==> config.mk <==
export PLATFORM = sky130hd
export DESIGN_NAME = uart_mcls
export DESIGN_NICKNAME = d
export VERILOG_FILES = /design/src/rtl/uart_mcls_pkg.sv /design/src/rtl/uart_mcls.sv
export SDC_FILE = /design/constraint.sdc
export NUM_CORES = 2
export LEC_CHECK = 0
export BUFFER_PORTS_ARGS = -buffer_cell sky130_fd_sc_hd__buf_4
export CAP_MARGIN = 20
export CORE_UTILIZATION = 60
export CTS_CLUSTER_DIAMETER = 200
export DETAILED_ROUTE_END_ITERATION = 10
export PLACE_DENSITY = 0.77
export SETUP_SLACK_MARGIN = 0.5
export SYNTH_ARGS = -nofsm -noshare
export SYNTH_HDL_FRONTEND = slang
export SYNTH_SLANG_ARGS = --single-unit
==> constraint.sdc <==
create_clock -name pclk -period 5.5 [get_ports pclk]
set_input_delay 0.55 -clock pclk [delete_from_list [all_inputs] [get_ports pclk]]
set_output_delay 0.55 -clock pclk [all_outputs]
set_load 0.1 [all_outputs]
==> src/rtl/uart_mcls_pkg.sv <==
// package for the uart modem-control and line-status block
// assumes an apb slave with 32-bit data and byte addresses
package uart_mcls_pkg;

  // register byte offsets
  localparam logic [7:0] OFS_RX_HOLDING = 8'h00;
  localparam logic [7:0] OFS_ENH_FEATURE = 8'h04;
  localparam logic [7:0] OFS_MODEM_CONTROL = 8'h08;
  localparam logic [7:0] OFS_LINE_STATUS = 8'h0C;
  localparam logic [7:0] OFS_MODEM_STATUS = 8'h10;
  localparam logic [7:0] OFS_FLOW_THRESHOLD = 8'h14;
  localparam logic [7:0] OFS_TRIGGER_LEVEL = 8'h18;
  localparam logic [7:0] OFS_PIN_FUNCTION = 8'h1C;
  localparam logic [7:0] OFS_PORT_PIN_STATE = 8'h20;

  // modem control fields
  localparam int MC_PRESCALE = 7;
  localparam int MC_IRDA = 6;
  localparam int MC_XON_ANY = 5;
  localparam int MC_LOOPBACK = 4;
  localparam int MC_THRESH_EN = 2;
  localparam int MC_RTS = 1;
  localparam int MC_DTR = 0;
  // bits that need the enhanced write enable
  localparam logic [7:0] MC_LOCKED_MASK = 8'hE4;

  // enhanced feature fields
  localparam int EF_WRITE_EN = 4;
  localparam int EF_AUTO_RTS = 6;

  // pin function select and port pin state fields
  localparam int PFS_DTR_SEL = 1;
  localparam int PPS_SHARED_PIN = 5;

  // line status fields
  localparam int LS_FIFO_ERR = 7;
  localparam int LS_TX_ALL_EMPTY = 6;
  localparam int LS_HOLD_EMPTY = 5;
  localparam int LS_BREAK = 4;
  localparam int LS_FRAMING = 3;
  localparam int LS_PARITY = 2;
  localparam int LS_OVERRUN = 1;
  localparam int LS_DATA_READY = 0;

  // modem status fields
  localparam int MS_CTS = 4;
  localparam int MS_DSR = 5;

  // receive fifo entry layout: {break, framing, parity, data}
  localparam int ENT_BREAK = 10;
  localparam int ENT_FRAMING = 9;
  localparam int ENT_PARITY = 8;
  localparam int RX_DEPTH = 64;
  localparam logic [7:0] BREAK_CHAR = 8'h00;

  // reset values
  localparam logic [7:0] RST_MODEM_CONTROL = 8'h00;
  localparam logic [7:0] RST_ENH_FEATURE = 8'h00;
  localparam logic [7:0] RST_FLOW_THRESHOLD = 8'h00;
  localparam logic [7:0] RST_TRIGGER_LEVEL = 8'h00;
  localparam logic [7:0] RST_PIN_FUNCTION = 8'h00;
  localparam logic [7:0] RST_PORT_PIN_STATE = 8'h00;

  // prescaler last count in divide-by-4 mode
  localparam logic [1:0] DIV4_LAST = 2'h3;

endpackage

==> src/rtl/uart_mcls.sv <==
// uart modem-control and line-status logic for one channel, apb register slave
// assumes receiver and transmitter cores on pclk; modem pins are asynchronous
//
// Function
// control bit 7 selects prescale by four
// control bit 6 selects irda line mode
// control bit 5 enables xon-any
// loopback routes tx to rx, controls to status
// control bit 2 gates threshold/trigger registers
// control bit 1 drives active-low rts
// auto rts lets flow logic drive rts
// control bit 0 drives dtr shared pin
// locked control bits need enhanced write enable
// status bit 7: error anywhere in fifo
// status bit 6: holding and shift empty
// status bit 5: holding register empty
// status bit 4: break, stored char zero
// status bit 3: framing error of head
// status bit 2: parity error of head
// status bit 1: receive overrun occurred
// status bit 0: receive fifo not empty
// error bits follow head fifo character
// host reads status before holding register
// modem status cts bit, looped in loopback
// overrun stays until status read clears
//
// The implementer's own choices: the register addresses and the APB interface to the registers.
`timescale 1ns/1ps
module uart_mcls
  import uart_mcls_pkg::*;
(
  // clock and reset
  input wire logic pclk,
  input wire logic presetn,
  // apb slave
  input wire logic psel,
  input wire logic penable,
  input wire logic pwrite,
  input wire logic [7:0] paddr,
  input wire logic [31:0] pwdata,
  output logic [31:0] prdata,
  output logic pready,
  output logic pslverr,
  // receiver core
  input wire logic rx_char_valid,
  input wire logic [7:0] rx_char_data,
  input wire logic rx_char_break,
  input wire logic rx_char_framing,
  input wire logic rx_char_parity,
  output logic rx_serial_to_core,
  // transmitter core
  input wire logic tx_serial_from_core,
  input wire logic tx_hold_empty,
  input wire logic tx_shift_empty,
  // flow control core
  input wire logic auto_rts_level_n,
  // mode outputs
  output logic baud_clk_en,
  output logic irda_mode,
  output logic xon_any_en,
  output logic [7:0] flow_threshold,
  output logic [7:0] fifo_trigger_level,
  // serial and modem pins
  input wire logic rx_pin,
  output logic tx_pin,
  input wire logic cts_pin_n,
  input wire logic dsr_pin_n,
  output logic rts_pin_n,
  output logic shared_pin_b_five
);

  typedef struct packed {
    logic [7:0] modem_control_reg;
    logic [7:0] enhanced_feature_reg;
    logic [7:0] flow_threshold_reg;
    logic [7:0] fifo_trigger_level_reg;
    logic [7:0] pin_function_select;
    logic [7:0] port_pin_state;
    logic [RX_DEPTH-1:0][10:0] rx_mem;
    logic [5:0] wr_ptr;
    logic [5:0] rd_ptr;
    logic [6:0] rx_count;
    logic [6:0] err_count;
    logic overrun;
    logic [1:0] prescale_cnt;
    logic [31:0] rdata;
    logic slverr;
    logic [1:0] rx_sync;
    logic [1:0] cts_sync;
    logic [1:0] dsr_sync;
  } state_t;

  state_t st_r;
  state_t st_nxt;

  logic setup_ph;
  logic access_done;
  logic wr_done;
  logic rd_done;
  logic loopback;
  logic div4;
  logic [10:0] head;
  logic head_valid;
  logic rx_full;
  logic push;
  logic pop;
  logic push_err;
  logic pop_err;
  logic overrun_evt;
  logic [7:0] line_status_val;
  logic [7:0] modem_status_val;
  logic thresh_open;
  logic [7:0] ctrl_wval;

  assign setup_ph = psel && !penable;
  assign access_done = psel && penable;
  assign wr_done = access_done && pwrite;
  assign rd_done = access_done && !pwrite;
  assign loopback = st_r.modem_control_reg[MC_LOOPBACK];
  assign div4 = st_r.modem_control_reg[MC_PRESCALE];
  assign head = st_r.rx_mem[st_r.rd_ptr];
  assign head_valid = (st_r.rx_count != 7'h00);
  assign rx_full = (st_r.rx_count == 7'(RX_DEPTH));
  assign thresh_open = st_r.enhanced_feature_reg[EF_WRITE_EN]
                       && st_r.modem_control_reg[MC_THRESH_EN];

  // fifo pointer moves
  assign pop = rd_done && (paddr == OFS_RX_HOLDING) && head_valid;
  assign push = rx_char_valid && (!rx_full || pop);
  assign overrun_evt = rx_char_valid && rx_full && !pop;
  assign push_err = push && (rx_char_break || rx_char_framing || rx_char_parity);
  assign pop_err = pop && (head[ENT_BREAK] || head[ENT_FRAMING] || head[ENT_PARITY]);

  // line status view
  always_comb
  begin
    line_status_val = 8'h00;
    line_status_val[LS_FIFO_ERR] = (st_r.err_count != 7'h00);
    line_status_val[LS_TX_ALL_EMPTY] = tx_hold_empty && tx_shift_empty;
    line_status_val[LS_HOLD_EMPTY] = tx_hold_empty;
    line_status_val[LS_BREAK] = head_valid && head[ENT_BREAK];
    line_status_val[LS_FRAMING] = head_valid && head[ENT_FRAMING];
    line_status_val[LS_PARITY] = head_valid && head[ENT_PARITY];
    line_status_val[LS_OVERRUN] = st_r.overrun;
    line_status_val[LS_DATA_READY] = head_valid;
  end

  // modem status view: cts and dsr only
  always_comb
  begin
    modem_status_val = 8'h00;
    modem_status_val[MS_CTS] = loopback ? st_r.modem_control_reg[MC_RTS]
                                        : !st_r.cts_sync[1];
    modem_status_val[MS_DSR] = loopback ? st_r.modem_control_reg[MC_DTR]
                                        : !st_r.dsr_sync[1];
  end

  // locked bits keep their value without the enhanced write enable
  always_comb
  begin
    if (st_r.enhanced_feature_reg[EF_WRITE_EN])
    begin
      ctrl_wval = pwdata[7:0];
    end
    else
    begin
      ctrl_wval = (pwdata[7:0] & ~MC_LOCKED_MASK)
                  | (st_r.modem_control_reg & MC_LOCKED_MASK);
    end
  end

  always_comb
  begin
    st_nxt = st_r;
    // pin synchronisers
    st_nxt.rx_sync = {st_r.rx_sync[0], rx_pin};
    st_nxt.cts_sync = {st_r.cts_sync[0], cts_pin_n};
    st_nxt.dsr_sync = {st_r.dsr_sync[0], dsr_pin_n};

    // prescaler counts only in divide-by-4 mode
    if (div4)
    begin
      st_nxt.prescale_cnt = st_r.prescale_cnt + 2'h1;
    end
    else
    begin
      st_nxt.prescale_cnt = 2'h0;
    end

    // read data and error captured in setup, presented in access
    if (setup_ph)
    begin
      st_nxt.rdata = 32'h0000_0000;
      st_nxt.slverr = 1'b0;
      if (paddr == OFS_RX_HOLDING)
      begin
        st_nxt.rdata[7:0] = head_valid ? head[7:0] : 8'h00;
      end
      else if (paddr == OFS_ENH_FEATURE)
      begin
        st_nxt.rdata[7:0] = st_r.enhanced_feature_reg;
      end
      else if (paddr == OFS_MODEM_CONTROL)
      begin
        st_nxt.rdata[7:0] = st_r.modem_control_reg;
      end
      else if (paddr == OFS_LINE_STATUS)
      begin
        st_nxt.rdata[7:0] = line_status_val;
      end
      else if (paddr == OFS_MODEM_STATUS)
      begin
        st_nxt.rdata[7:0] = modem_status_val;
      end
      else if (paddr == OFS_FLOW_THRESHOLD)
      begin
        st_nxt.rdata[7:0] = thresh_open ? st_r.flow_threshold_reg : 8'h00;
      end
      else if (paddr == OFS_TRIGGER_LEVEL)
      begin
        st_nxt.rdata[7:0] = thresh_open ? st_r.fifo_trigger_level_reg : 8'h00;
      end
      else if (paddr == OFS_PIN_FUNCTION)
      begin
        st_nxt.rdata[7:0] = st_r.pin_function_select;
      end
      else if (paddr == OFS_PORT_PIN_STATE)
      begin
        st_nxt.rdata[7:0] = st_r.port_pin_state;
      end
      else
      begin
        st_nxt.slverr = 1'b1;
      end
    end

    // register writes at the access edge
    if (wr_done)
    begin
      if (paddr == OFS_ENH_FEATURE)
      begin
        st_nxt.enhanced_feature_reg = pwdata[7:0];
      end
      else if (paddr == OFS_MODEM_CONTROL)
      begin
        st_nxt.modem_control_reg = ctrl_wval;
      end
      else if (paddr == OFS_FLOW_THRESHOLD && thresh_open)
      begin
        st_nxt.flow_threshold_reg = pwdata[7:0];
      end
      else if (paddr == OFS_TRIGGER_LEVEL && thresh_open)
      begin
        st_nxt.fifo_trigger_level_reg = pwdata[7:0];
      end
      else if (paddr == OFS_PIN_FUNCTION)
      begin
        st_nxt.pin_function_select = pwdata[7:0];
      end
      else if (paddr == OFS_PORT_PIN_STATE)
      begin
        st_nxt.port_pin_state = pwdata[7:0];
      end
    end

    // receive fifo with per-character error flags
    if (push)
    begin
      st_nxt.rx_mem[st_r.wr_ptr] = {rx_char_break, rx_char_framing, rx_char_parity,
                                    rx_char_break ? BREAK_CHAR : rx_char_data};
      st_nxt.wr_ptr = st_r.wr_ptr + 6'h01;
    end
    if (pop)
    begin
      st_nxt.rd_ptr = st_r.rd_ptr + 6'h01;
    end
    st_nxt.rx_count = st_r.rx_count + {6'h00, push} - {6'h00, pop};
    st_nxt.err_count = st_r.err_count + {6'h00, push_err} - {6'h00, pop_err};

    // overrun: set wins over clear by status read
    if (overrun_evt)
    begin
      st_nxt.overrun = 1'b1;
    end
    else if (rd_done && paddr == OFS_LINE_STATUS)
    begin
      st_nxt.overrun = 1'b0;
    end
  end

  always_ff @(posedge pclk or negedge presetn)
  begin
    if (!presetn)
    begin
      st_r <= '0;
      st_r.modem_control_reg <= RST_MODEM_CONTROL;
      st_r.enhanced_feature_reg <= RST_ENH_FEATURE;
      st_r.flow_threshold_reg <= RST_FLOW_THRESHOLD;
      st_r.fifo_trigger_level_reg <= RST_TRIGGER_LEVEL;
      st_r.pin_function_select <= RST_PIN_FUNCTION;
      st_r.port_pin_state <= RST_PORT_PIN_STATE;
      st_r.rx_sync <= 2'h3;
      st_r.cts_sync <= 2'h3;
      st_r.dsr_sync <= 2'h3;
    end
    else
    begin
      st_r <= st_nxt;
    end
  end

  // bus outputs: zero wait state
  assign pready = 1'b1;
  assign prdata = st_r.rdata;
  assign pslverr = access_done && st_r.slverr;

  // mode outputs
  assign baud_clk_en = !div4 || (st_r.prescale_cnt == DIV4_LAST);
  assign irda_mode = st_r.modem_control_reg[MC_IRDA];
  assign xon_any_en = st_r.modem_control_reg[MC_XON_ANY];
  assign flow_threshold = st_r.flow_threshold_reg;
  assign fifo_trigger_level = st_r.fifo_trigger_level_reg;

  // serial path: loopback keeps the line idle high
  assign rx_serial_to_core = loopback ? tx_serial_from_core : st_r.rx_sync[1];
  assign tx_pin = loopback ? 1'b1 : tx_serial_from_core;

  // modem outputs
  always_comb
  begin
    if (loopback)
    begin
      rts_pin_n = 1'b1;
    end
    else if (st_r.enhanced_feature_reg[EF_AUTO_RTS])
    begin
      rts_pin_n = auto_rts_level_n;
    end
    else
    begin
      rts_pin_n = !st_r.modem_control_reg[MC_RTS];
    end
  end

  assign shared_pin_b_five = st_r.pin_function_select[PFS_DTR_SEL]
                             ? !st_r.modem_control_reg[MC_DTR]
                             : st_r.port_pin_state[PPS_SHARED_PIN];
endmodule // uart_mcls

==> run_results.csv <==
group,metric,value,unit
timing,fmax,215,MHz
timing,rsz0062_at_grt,"false",
routing,drc,0,
timing,fin_crit,4650,ps
clock_tree,cts_setup_buffers,0,
final_layout,nNetsFinal,2650,
routing,dr_wl_met3,5.82,mm
power_and_ir_drop,vdd_drop_max,0.308,mV
synth,ys_top_cells_by_area,"dfrtp_1 52%, mux2_2 20%, mux4_2 9.7%, mux2i_1 1.9%, mux2_4 1.6%",
synth,synthFlopType,"dfrtp_1",
power_and_ir_drop,powerDensity,406,nW/um2
placed_design,place_congestion,0.947,
clock_tree,cts.sinks,796,
synth,synth_largest_area_cell,"dfrtp_1",
routing,ant_nets,0,
worst_setup_path,regToRegStartpoint,"st_r[56]$_DFFE_PN0P_",
timing,whs,-27.0,ps
synth,yosys_warnings,0,
worst_setup_path,ff2ff_path_depth,17,
timing,hold_violations,9,
final_layout,fill_cells,4278,
die,start_util,60.9,%
timing,min_period_over_period,84.6,%
clock_tree,clk_path_buf_depth,3,
routing,viasPerCell,6.40,
clock_tree,cts_tree,"done",
grt,track_usage,29.8,%
die,coreArea,61900,um2
placed_design,numPortBuffers,71,
final_layout,seq_area,19900,um2
synth,synthTopCellsByCount,"790 x dfrtp_1, 685 x mux2_2, 162 x mux4_2, 107 x clkbuf_1, 73 x mux2i_1",
power_and_ir_drop,power_frac_comb,19.9,%
die,die_y,253,um
final_layout,largest_reg_flops,764,
synth,synth.distinct_cells,76,
die,rows,91,
worst_setup_path,required,6000,ps
final_layout,drive_gt1_share,47.2,%
grt,overflow,0,
worst_setup_path,crit_path_end_kind,"register",
die,die_w,253,um
grt,grt_pass1_wl,144,mm
power_and_ir_drop,p_switching,4.56,mW
flow_run,cap_violations,0,
placed_design,dp_hpwl,58.7,mm
clock_tree,cts_buffers,83,
worst_setup_path,start_kind,"register",
grt,grt_pass1_vias,23300,
synth,yosysSeqAreaShare,52.8,%
synth,synth_area,37700,um2
power_and_ir_drop,p_int,12.3,mW
worst_setup_path,critical_path_class,"reg -> reg",
final_layout,regMostFlops,"st_r",
die,ios,121,
synth,synth_edf_count,0,
power_and_ir_drop,power_frac_seq,46.8,%
synth,ys_seq_elements,796,
timing,setup_violations,0,
clock_tree,clk_pin_slew_worst_paths,60,ps
synth,synthesis.instances,2558,
routing,wl_per_cell,26.6,um
routing,wl_met2,44.9,mm
routing,first_pass_iters,5,
timing,skew,20.3,ps
synth,synth.most_common_cell,"dfrtp_1",
worst_hold_path,hp-class,"in -> async",
worst_setup_path,reg2reg_to,"st_r[48]$_DFF_PN0_",
worst_setup_path,reg2reg_slack,850,ps
clock_tree,clockRootBuffer,"clkbuf_16",
power_and_ir_drop,netSwitchingFraction,27.0,%
timing,worst_pin_slew,1120,ps
status,violations,"negative hold slack",
timing,slew_headroom,25.3,%
timing,drv_slew,0,
clock_tree,htreeDepth,3,
synth,synthArstFlopShare,100,%
grt,antenna_found_initial,0,
routing,wl_met1,38.2,mm
final_layout,multi_input_area,16300,um2
clock_tree,hold_buffers,0,
grt,grt_start_max_net_pins,139,
routing,routed_wl,92.2,mm
timing,timing.setup.tns,0,ps
power_and_ir_drop,pwr-share-clk,33.4,%
synth,synth_top_area_share,52.4,%
routing,highest_layer,"met4",
status,outcome,"finished with violations",
routing,drt_iter0_markers,1926,
final_layout,utilization,67.2,%
clock_tree,cts-resized-gates,0,
final_layout,syn_to_final_growth,10.3,%
worst_setup_path,path_max_fanout,19,
clock_tree,clock_latency,620,ps
worst_setup_path,arrival,5150,ps
synth,syn_avg_cell_area,14.7,um2
routing,vias,22200,
power_and_ir_drop,p_leak,19.3,nW
die,die_area,63900,um2
## area by class of cell
type / instances / share of cell area [%]
flip-flops and latches: 796 / 47.9
clock buffers: 133 / 6.20
diodes: 1 / 0.00602
well taps: 837 / 2.52
clock inverters: 15 / 0.388
inverters: 26 / 0.235
multi-input cells: 1482 / 39.2
repair buffers: 174 / 3.50
## power by group through the flow
stage	registers [mW]	clock network [mW]	logic (mW)
global route	8.03	5.94	3.61
global placement	7.85	0	3.19
floorplan	7.67	0	2.63
CTS	7.87	5.70	3.36
detailed placement	7.97	0	3.33
finish	7.89	5.63	3.35
## routing by layer
| layer | vias to the layer above | GRT usage (%) |
|---|---|---|
| li1 | 9310 | - |
| met1 | 11900 | 41.0 |
| met2 | 743 | 47.9 |
| met3 | 191 | 5.57 |
| met4 | 0 | 10.5 |
| met5 | - | 0 |
## worst max path at each step
| stage | start | to | slack [ps] |
|---|---|---|---|
| 2_1_floorplan | st_r[56]$_DFFE_PN0P_ | st_r[48]$_DFF_PN0_ | 1410 |
| 3_3_place_gp | st_r[56]$_DFFE_PN0P_ | st_r[48]$_DFF_PN0_ | 770 |
| 3_5_place_dp | st_r[56]$_DFFE_PN0P_ | st_r[48]$_DFF_PN0_ | 720 |
| 4_1_cts | st_r[56]$_DFFE_PN0P_ | st_r[48]$_DFF_PN0_ | 680 |
| 5_1_grt | st_r[56]$_DFFE_PN0P_ | st_r[48]$_DFF_PN0_ | 570 |
| 6_report | st_r[56]$_DFFE_PN0P_ | st_r[48]$_DFF_PN0_ | 850 |
## kinds of logic (layout without fill, tap and decap cells)
group / Yosys count / in the layout / synth area share (%)
other: 2 / 26 / 0.0199
xor gates and xnor gates: 22 / 22 / 0.511
muxes: 990 / 990 / 34.5
buffers and inverters: 303 / 348 / 4.29
DFF: 796 / 796 / 52.8
and+or+nand+nor: 252 / 252 / 3.78
adders and majority gates: 23 / 23 / 0.803
AOI/OAI and AO/OA: 170 / 170 / 3.22
## metrics by stage
stage                     worst slack (ps)  cell area [um2]  total power [mW]  cells
final                                  846            41600              16.9   3464
after global routing                   566            41600              17.6   3463
after CTS                              676            41500              16.9   3459
after detailed placement               717            38800              11.3   3311
after global placement                 766            38800              11.0   3310
after floorplan                       1410            37800              10.3   2581
## critical path, stage by stage (launching register included)
cell      delay (ps)
dfrtp_4          740
mux4_2           580
mux2_2           290
a221oi_1         610
a21oi_1          120
o31ai_1          260
nor2_1           150
ha_1             290
inv_1             50
ha_1             150
inv_1             60
fa_1             420
nand2b_1         160
a21oi_1          180
o21ai_0          120
a21oi_1          160
nor2_1            60
xnor2_1          120
## cell usage in the layout, fill, tap and decap left out, types with 7 or more instances in the layout
| master | count |
|---|---|
| nor2_1 | 72 |
| xnor2_1 | 16 |
| clkbuf_16 | 87 |
| o221ai_1 | 15 |
| a221oi_1 | 21 |
| a22oi_1 | 15 |
| dfrtp_1 | 786 |
| nand3_1 | 24 |
| mux2_2 | 685 |
| and2_1 | 10 |
| nor2b_1 | 8 |
| clkinv_2 | 9 |
| inv_1 | 24 |
| buf_4 | 161 |
| mux2_1 | 30 |
| nor2b_4 | 8 |
| mux2_4 | 40 |
| clkbuf_1 | 23 |
| o21ai_0 | 24 |
| nand4_1 | 9 |
| a21oi_1 | 35 |
| conb_1 | 25 |
| ha_1 | 21 |
| and3_1 | 7 |
| nand2_1 | 48 |
| a31oi_1 | 7 |
| mux4_2 | 162 |
| buf_12 | 11 |
| nor2_4 | 10 |
| mux2i_1 | 73 |
| clkbuf_8 | 23 |
Note: power is estimated with default switching activity, not from simulation.
